==> src/rtl/stc_pkg.sv <==
// Package for the sixteen bit timer counter: register map, fields, resets.
// Assumes a byte wide register port and a single system clock.
package stc_pkg;
  localparam logic [1:0] STC_ADDR_LOW = 2'h0;
  localparam logic [1:0] STC_ADDR_HIGH = 2'h1;
  localparam logic [1:0] STC_ADDR_CTRL = 2'h2;
  localparam logic [1:0] STC_ADDR_STAT = 2'h3;
  localparam int STC_BIT_WIDE = 7;
  localparam int STC_BIT_SYSRUN = 6;
  localparam int STC_BIT_PS_HI = 5;
  localparam int STC_BIT_PS_LO = 4;
  localparam int STC_BIT_OSC = 3;
  localparam int STC_BIT_NOSYNC = 2;
  localparam int STC_BIT_EXT = 1;
  localparam int STC_BIT_RUN = 0;
  localparam int STC_BIT_OVF = 0;
  localparam logic [7:0] STC_CTRL_RST = 8'h00;
  localparam logic [15:0] STC_COUNT_RST = 16'h0000;
  localparam logic [2:0] STC_INT_DIV = 3'h3;
  typedef struct packed {
    logic [1:0] addr;
    logic [7:0] wdata;
    logic wr;
    logic rd;
  } stc_bus_t;
endpackage

==> src/rtl/stc_top.sv <==
// Sixteen bit timer counter with byte wide register port.
// Assumes a software master per the plain strobe port, one clock domain.
`timescale 1ns/1ns
`default_nettype none
module stc_top (
  input wire logic CLK_IN,
  input wire logic NRST_IN,
  input wire stc_pkg::stc_bus_t BUS_IN,
  output logic [7:0] RDATA_OUT,
  input wire logic EXT_CLK_IN,
  input wire logic SYSCLK_FROM_OSC_IN,
  input wire logic SPECIAL_EVENT_IN,
  output logic OSC_ENABLE_OUT,
  output logic OVERFLOW_OUT
);
  import stc_pkg::*;

  logic [1:0] rst_sync_ff;
  logic rst_n;
  logic [2:0] ext_ff;
  logic ext_raw_prev_ff;
  logic ext_sync_prev_ff;
  logic [1:0] div_ff;
  logic [7:0] ctrl_ff;
  logic [15:0] count_ff;
  logic [15:0] nxt_count;
  logic [7:0] hbuf_ff;
  logic ovf_ff;
  logic sysrun_ff;
  logic [2:0] sys_ff;
  logic ext_edge;
  logic int_tick;
  logic src_tick;
  logic ps_tick;
  logic cnt_tick;
  logic wr_low;
  logic wr_high;
  logic rd_low;
  logic wide;
  logic ctrl_wr;
  logic ovf_clr;

  // Reset release through two flip-flops
  always_ff @(posedge CLK_IN or negedge NRST_IN) begin
    if (!NRST_IN) begin
      rst_sync_ff <= 2'h0;
    end else begin
      rst_sync_ff <= {rst_sync_ff[0], 1'b1};
    end
  end
  assign rst_n = rst_sync_ff[1];

  // External pin: three-stage synchroniser, stages two and three compared
  always_ff @(posedge CLK_IN or negedge rst_n) begin
    if (!rst_n) begin
      ext_ff <= 3'h0;
      ext_raw_prev_ff <= 1'b0;
      ext_sync_prev_ff <= 1'b0;
    end else begin
      ext_ff <= {ext_ff[1:0], EXT_CLK_IN};
      ext_raw_prev_ff <= ext_ff[1];
      if (ext_ff[1] == ext_ff[2]) begin
        ext_sync_prev_ff <= ext_ff[2];
      end
    end
  end

  // Rising edge detect, synchronised or bypass path
  always_comb begin
    if (ctrl_ff[STC_BIT_NOSYNC]) begin
      ext_edge = ext_ff[1] && !ext_raw_prev_ff;
    end else begin
      ext_edge = (ext_ff[1] == ext_ff[2]) && ext_ff[2] && !ext_sync_prev_ff;
    end
  end

  // Internal instruction clock: one tick every four system clocks
  always_ff @(posedge CLK_IN or negedge rst_n) begin
    if (!rst_n) begin
      div_ff <= 2'h0;
    end else begin
      div_ff <= div_ff + 2'h1;
    end
  end
  assign int_tick = (div_ff == STC_INT_DIV[1:0]);

  // Source select between pin edges and internal ticks
  assign src_tick = ctrl_ff[STC_BIT_EXT] ? ext_edge : int_tick;
  assign cnt_tick = ps_tick && ctrl_ff[STC_BIT_RUN];

  stc_prescale u_prescale (
    .clk_in(CLK_IN),
    .rst_n_in(rst_n),
    .clr_in(wr_low || wr_high || SPECIAL_EVENT_IN),
    .sel_in(ctrl_ff[STC_BIT_PS_HI:STC_BIT_PS_LO]),
    .tick_in(src_tick && ctrl_ff[STC_BIT_RUN]),
    .tick_out(ps_tick)
  );

  // Register strobe decode; one helper serves every write and low-read strobe match
  function automatic logic hit(input logic strobe, input logic [1:0] addr,
                               input logic [1:0] target);
    hit = strobe && (addr == target);
  endfunction
  assign wide = ctrl_ff[STC_BIT_WIDE];
  assign wr_low = hit(BUS_IN.wr, BUS_IN.addr, STC_ADDR_LOW);
  assign wr_high = hit(BUS_IN.wr, BUS_IN.addr, STC_ADDR_HIGH);
  assign rd_low = hit(BUS_IN.rd, BUS_IN.addr, STC_ADDR_LOW);
  assign ctrl_wr = hit(BUS_IN.wr, BUS_IN.addr, STC_ADDR_CTRL);
  // Status write with bit zero set asks to clear the overflow flag
  assign ovf_clr = hit(BUS_IN.wr, BUS_IN.addr, STC_ADDR_STAT) &&
                   BUS_IN.wdata[STC_BIT_OVF];

  // Control register; status bit is read only
  always_ff @(posedge CLK_IN or negedge rst_n) begin
    if (!rst_n) begin
      ctrl_ff <= STC_CTRL_RST;
    end else if (ctrl_wr) begin
      ctrl_ff <= BUS_IN.wdata & ~(8'h01 << STC_BIT_SYSRUN);
    end
  end

  // System clock status: three flops, taken once stages two and three agree
  always_ff @(posedge CLK_IN or negedge rst_n) begin
    if (!rst_n) begin
      sys_ff <= 3'h0;
      sysrun_ff <= 1'b0;
    end else begin
      sys_ff <= {sys_ff[1:0], SYSCLK_FROM_OSC_IN};
      if (sys_ff[2] == sys_ff[1]) begin
        sysrun_ff <= sys_ff[2];
      end
    end
  end

  // Next count: increment, byte writes, then clear
  always_comb begin
    nxt_count = count_ff;
    if (cnt_tick) begin
      nxt_count = count_ff + 16'h0001;
    end
    if (wr_low) begin
      if (wide) begin
        nxt_count = {hbuf_ff, BUS_IN.wdata};
      end else begin
        nxt_count = {nxt_count[15:8], BUS_IN.wdata};
      end
    end
    if (wr_high && !wide) begin
      nxt_count = {BUS_IN.wdata, nxt_count[7:0]};
    end
    if (SPECIAL_EVENT_IN) begin
      nxt_count = STC_COUNT_RST;
    end
  end

  // Count register
  always_ff @(posedge CLK_IN or negedge rst_n) begin
    if (!rst_n) begin
      count_ff <= STC_COUNT_RST;
    end else begin
      count_ff <= nxt_count;
    end
  end

  // High byte buffer: write side and low-read latch
  always_ff @(posedge CLK_IN or negedge rst_n) begin
    if (!rst_n) begin
      hbuf_ff <= 8'h00;
    end else if (wr_high && wide) begin
      hbuf_ff <= BUS_IN.wdata;
    end else if (rd_low && wide) begin
      hbuf_ff <= count_ff[15:8];
    end
  end

  // Overflow flag: set wins over clear
  always_ff @(posedge CLK_IN or negedge rst_n) begin
    if (!rst_n) begin
      ovf_ff <= 1'b0;
    end else if (cnt_tick && count_ff == 16'hFFFF) begin
      ovf_ff <= 1'b1;
    end else if (ovf_clr) begin
      ovf_ff <= 1'b0;
    end
  end

  // Read data, one cycle after the strobe, zero otherwise
  always_ff @(posedge CLK_IN or negedge rst_n) begin
    if (!rst_n) begin
      RDATA_OUT <= 8'h00;
    end else if (BUS_IN.rd) begin
      unique case (BUS_IN.addr)
        STC_ADDR_LOW: RDATA_OUT <= count_ff[7:0];
        STC_ADDR_HIGH: RDATA_OUT <= wide ? hbuf_ff : count_ff[15:8];
        STC_ADDR_CTRL: RDATA_OUT <= ctrl_ff |
                                    (8'(sysrun_ff) << STC_BIT_SYSRUN);
        STC_ADDR_STAT: RDATA_OUT <= {7'h00, ovf_ff};
      endcase
    end else begin
      RDATA_OUT <= 8'h00;
    end
  end

  // Oscillator enable and overflow outputs
  always_ff @(posedge CLK_IN or negedge rst_n) begin
    if (!rst_n) begin
      OSC_ENABLE_OUT <= 1'b0;
      OVERFLOW_OUT <= 1'b0;
    end else begin
      OSC_ENABLE_OUT <= ctrl_ff[STC_BIT_OSC];
      OVERFLOW_OUT <= ovf_ff;
    end
  end
endmodule
`default_nettype wire

==> src/rtl/stc_prescale.sv <==
// Prescaler for the timer counter: passes one of 1, 2, 4, 8 input ticks.
// Assumes tick_in is a single-cycle pulse on the system clock.
`timescale 1ns/1ns
`default_nettype none
module stc_prescale (
  input wire logic clk_in,
  input wire logic rst_n_in,
  input wire logic clr_in,
  input wire logic [1:0] sel_in,
  input wire logic tick_in,
  output logic tick_out
);
  logic [2:0] cnt_ff;
  logic [2:0] lim;
  // Terminal count per prescale code
  assign lim = 3'((1 << sel_in) - 1);
  // At or past terminal count, so a code change never stalls the output
  assign tick_out = tick_in && (cnt_ff >= lim);
  // Count input ticks, restart on terminal count or clear
  always_ff @(posedge clk_in or negedge rst_n_in) begin
    if (!rst_n_in) begin
      cnt_ff <= 3'h0;
    end else if (clr_in || tick_out) begin
      cnt_ff <= 3'h0;
    end else if (tick_in) begin
      cnt_ff <= cnt_ff + 3'h1;
    end
  end
endmodule
`default_nettype wire

==> config.mk <==
export PLATFORM = sky130hd
export DESIGN_NAME = stc_top
export DESIGN_NICKNAME = d
export VERILOG_FILES = /design/src/rtl/stc_pkg.sv /design/src/rtl/stc_top.sv /design/src/rtl/stc_prescale.sv
export SDC_FILE = /design/constraint.sdc
export NUM_CORES = 1
export LEC_CHECK = 0
export ABC_AREA = 1
export BUFFER_PORTS_ARGS = -buffer_cell sky130_fd_sc_hd__buf_4
export CAP_MARGIN = 20
export CORE_AREA = 3 3 105 107
export DETAILED_ROUTE_END_ITERATION = 8
export DIE_AREA = 0 0 108 110
export GPL_TIMING_DRIVEN = 0
export SYNTH_ARGS = -nofsm -noshare
export SYNTH_HDL_FRONTEND = slang
export SYNTH_SLANG_ARGS = --single-unit
==> constraint.sdc <==
create_clock -name CLK_IN -period 2.37 [get_ports CLK_IN]
set_input_delay 0.711 -clock CLK_IN [delete_from_list [all_inputs] [get_ports CLK_IN]]
set_output_delay 0.711 -clock CLK_IN [all_outputs]
set_load 0.02 [all_outputs]
==> Flow_metrics.wiki <==
{| class="wikitable"
! Metric !! Value
|-
| Dominant combinational cell family by area after synthesis || simple AND/OR/NAND/NOR gates
|-
| Post-layout min period || around 2.1 ns
|-
| Share of synthesized area occupied by flip-flops and latches || 46.7%
|-
| Required time of the critical path || ~2.6 ns
|-
| Cell class contributing the biggest share of worst-path delay || simple AND/OR/NAND/NOR gates
|-
| Critical path's most frequent cell || sky130_fd_sc_hd__nand3_1
|-
| Detailed-route wire length per cell || between 15 and 20 µm
|-
| Worst slack, placed || ~0.18 ns
|-
| Endpoint kind of the worst setup timing path || register
|-
| Data arrival time at the worst-slack endpoint || 2.38 ns
|-
| Final setup violation count || 0
|-
| Maximum number of pins on one net before global-route repair || 39
|-
| Top cells by area in the synthesized netlist || sky130_fd_sc_hd__dfrtp_1 (47%), sky130_fd_sc_hd__nand2_1 (8.6%), sky130_fd_sc_hd__o21ai_0 (7.0%), sky130_fd_sc_hd__inv_1 (5.9%), sky130_fd_sc_hd__nand3_1 (4.8%)
|-
| CTS Root Buffer Type || sky130_fd_sc_hd__clkbuf_8
|-
| Vias in the first global route || about 2600
|-
| Final cell count without fillers || roughly 550
|-
| Count of buffering cells on the critical path with inverters included || 2
|-
| Post-synthesis sequential element count || 57
|-
| Initial core utilization || 29.9%
|-
| Number of rows in the core area || 37
|-
| DRC Markers || 0
|-
| TritonCTS clock tree || done
|-
| Most used standard cell by instance count after synthesis || sky130_fd_sc_hd__nand2_1
|-
| Number of pins exceeding their max-slew limit in the final report || 0
|-
| Antenna-violating nets left || 0
|-
| Ratio of cells with drive above 1 in the final layout || about 16%
|-
| Gr usage total || between 10% and 20%
|-
| Final hold violation count || 0
|-
| Tightest hold margin || approximately 0.15 ns
|-
| Post-Route Setup TNS || 0 ns
|-
| IR drop worst, VDD || ~270 µV
|-
| Die boundary width || between 100 and 150 µm
|-
| Vias per Instance || 5.02
|-
| Count of warnings emitted by yosys || 0
|-
| Post-synth net total || about 400
|-
| Compound-cell area share of the yosys netlist || 17.8%
|-
| Instance count on the critical path || 11
|-
| N_diodes || 0
|-
| Final Util || a little over a third
|-
| Cell area after synthesis || a little over 3000 µm²
|-
| Area growth, synth to finish || 18.1%
|-
| Power density of the placed cells || about 690 nW/µm²
|-
| Stage delay of the slowest cell on the critical path || roughly 0.42 ns
|-
| Fraction of registers with async set/reset || 100%
|-
| Setup bufs post-CTS || 0
|-
| Final-stage net count || approximately 440
|-
| Most common flop cell mapped by yosys || sky130_fd_sc_hd__dfrtp_1
|-
| Final estimated routing congestion in global placement || between 0.9 and 1
|-
| Final setup margin || roughly 0.25 ns
|-
| Final wirelength || approximately 8500 µm
|-
| Startpoint-to-endpoint class of the critical path || reg2reg
|-
| Number of distinct library cells after synthesis || 37
|-
| CP startpoint kind || register
|-
| Final setup skew || ~0.0084 ns
|-
| Clock sink total || 57
|-
| Relative slew slack || between 60% and 70%
|-
| Ranking of synthesized cells by instance count || sky130_fd_sc_hd__nand2_1 (70), sky130_fd_sc_hd__dfrtp_1 (57), sky130_fd_sc_hd__inv_1 (48), sky130_fd_sc_hd__o21ai_0 (43), sky130_fd_sc_hd__nand3_1 (29)
|-
| Fill cell instance count of the final layout || between 1000 and 1500
|-
| Antenna violations before repair || 0
|-
| First-pass iteration count of the detailed router || 5
|-
| Core Footprint || 10200 µm²
|-
| Syn Inst Count || 372
|-
| CP cell instances || or2_2 -> ha_1 -> nand3_1 -> nand3_2 -> inv_1 -> nor2_1 -> clkbuf_4 -> nand3_1 -> nand3_1 -> nand2_1 -> a21oi_1
|-
| Bufs on Longest Clock Path || 2
|-
| Post-synthesis share of cell area spent on full adders, half adders and majority gates || 3.61%
|-
| Fraction of synthesized cell area taken by the top area cell type || about 47%
|-
| Number of instances resized during post-cts repair || 0
|-
| Num CTS Buffers || 9
|-
| Maximum level of the CTS H-tree || 3
|-
| First-pass GRT wire length || between 10000 and 15000 µm
|-
| Fin crit share || about nine tenths
|-
| Fmax || about 470 MHz
|-
| Clock Latency Late Sink || 0.34 ns
|-
| Hold WC Path Type || in2async
|-
| Library cell with the largest summed area after synthesis || sky130_fd_sc_hd__dfrtp_1
|-
| Height of the die || approximately 110 µm
|-
| Biggest fanout along the worst timing path || 10
|-
| Clock Pin Slew Worst Setup and Hold Paths || around 0.07 ns
|-
| Outcome || finished, final reports clean
|-
| Transition time at the pin with the least slew margin || 0.536 ns
|-
| DRC marker count from the first detailed-route iteration || roughly 210
|-
| Worst-path cell with the longest stage delay || sky130_fd_sc_hd__dfrtp_1
|-
| Max-Cap Viols || 0
|-
| Aggregate global routing overflow || 0
|-
| Hold-fix buffer count after cts || 0
|-
| Port buffer count || 26
|-
| Xor/xnor cell area share of the yosys netlist || approximately 1.4%
|-
| Leakage Power || ~1.7 nW
|-
| Count of placed standard cells including taps || between 500 and 600
|-
| Share of synthesized area spent on multiplexers || 0.737%
|-
| Mean instance size in the synthesized netlist || 8.21 µm²
|-
| Die Footprint || between 10000 and 15000 µm²
|-
| Top-level port count || 27
|-
| Number of flops mapped to enable cells by yosys || 0
|-
| Via count || 2757
|-
| HPWL reported at the end of detailed placement || approximately 6500 µm
|-
| Fraction of the mapped netlist area in simple logic gates || 21.7%
|-
| RSZ-0062 raised after global routing || false
|-
| R2R cell count || 11
|}
worst paths after layout:
| check | end | slack, ns | start |
|---|---|---|---|
| worst max-delay path | count_ff[11] | 0.25 | ctrl_ff[5] |
| worst min-delay path | rst_sync_ff[0] | 0.15 | NRST_IN |
| worst max register to register | count_ff[11] | 0.25 | ctrl_ff[5] |
| worst min register to register | hbuf_ff[0] | 0.21 | rst_sync_ff[1] |
| max in group asynchronous | RDATA_OUT[5] | 1.62 | rst_sync_ff[1] |
| min in group CLK_IN | ext_ff[1] | 0.35 | ext_ff[0] |
cell families (layout without fill, tap and decap cells):
family,after synthesis,after routing
adders and majority gates,9,9
AOI/OAI and AO/OA,95,95
DFF,57,57
other,1,1
muxes,2,2
buffers and inverters,61,102
and+or+nand+nor,142,142
xor gates and xnor gates,5,5
per-layer routing:
layer,global-route usage (%),vias to the layer above,share of wire (%)
met5,0,-,0
met4,5.41,0,2.0
met3,4.43,14,7.4
met2,24.1,98,46
met1,20.7,1316,45
li1,-,1329,-
power by group:
part	leakage, nW	internal (mW)	switching, mW
Sequential	0.740	1.09	0.104
Clock	0.0850	0.394	0.383
Combinational	0.848	0.189	0.321
stage by stage:
step | total power, mW | cell area, µm²
detailed placement | 1.71 | 3440
finish | 2.48 | 3610
global route | 2.63 | 3610
floorplan | 1.52 | 3050
CTS | 2.50 | 3600
global placement | 1.69 | 3420
final cells by class:
class,count,area (µm²),area share [%]
clock inverters,3,18.8,0.520
clock buffers,11,141,3.92
flip-flops and latches,57,1430,39.6
repair buffers,27,215,5.96
well taps,136,170,4.72
plain buffers,8,40.0,1.11
multi-input cells,254,1390,38.6
inverters,53,204,5.65
cells in the final DEF (no fill, tap or decap), drive strengths merged:
cell     instances
o22ai            4
o21a             1
o221ai           4
buf             31
mux2             2
nand3           30
nor2            24
or2              4
maj3             1
ha               8
o2bb2ai          1
o211ai           5
nor3b            1
nand2           73
conb             1
o21bai           2
clkbuf          15
xor2             5
a21oi           23
clkinv           3
inv             53
o311ai           2
a22oi            1
dfrtp           57
nor3             5
a31oi            7
nand4            5
a211oi           1
o21ai           43
a221oi           1
flip-flops by register name (all words and copies together) (netlist names), 2 cells and up:
| name | count |
|---|---|
| count_ff | 16 |
| div_ff | 2 |
| ext_ff | 3 |
| rst_sync_ff | 2 |
| ctrl_ff | 7 |
| sys_ff | 3 |
| u_prescale.cnt_ff | 3 |
| hbuf_ff | 8 |
| RDATA_OUT | 8 |
Note: power is estimated with default switching activity, not from simulation.
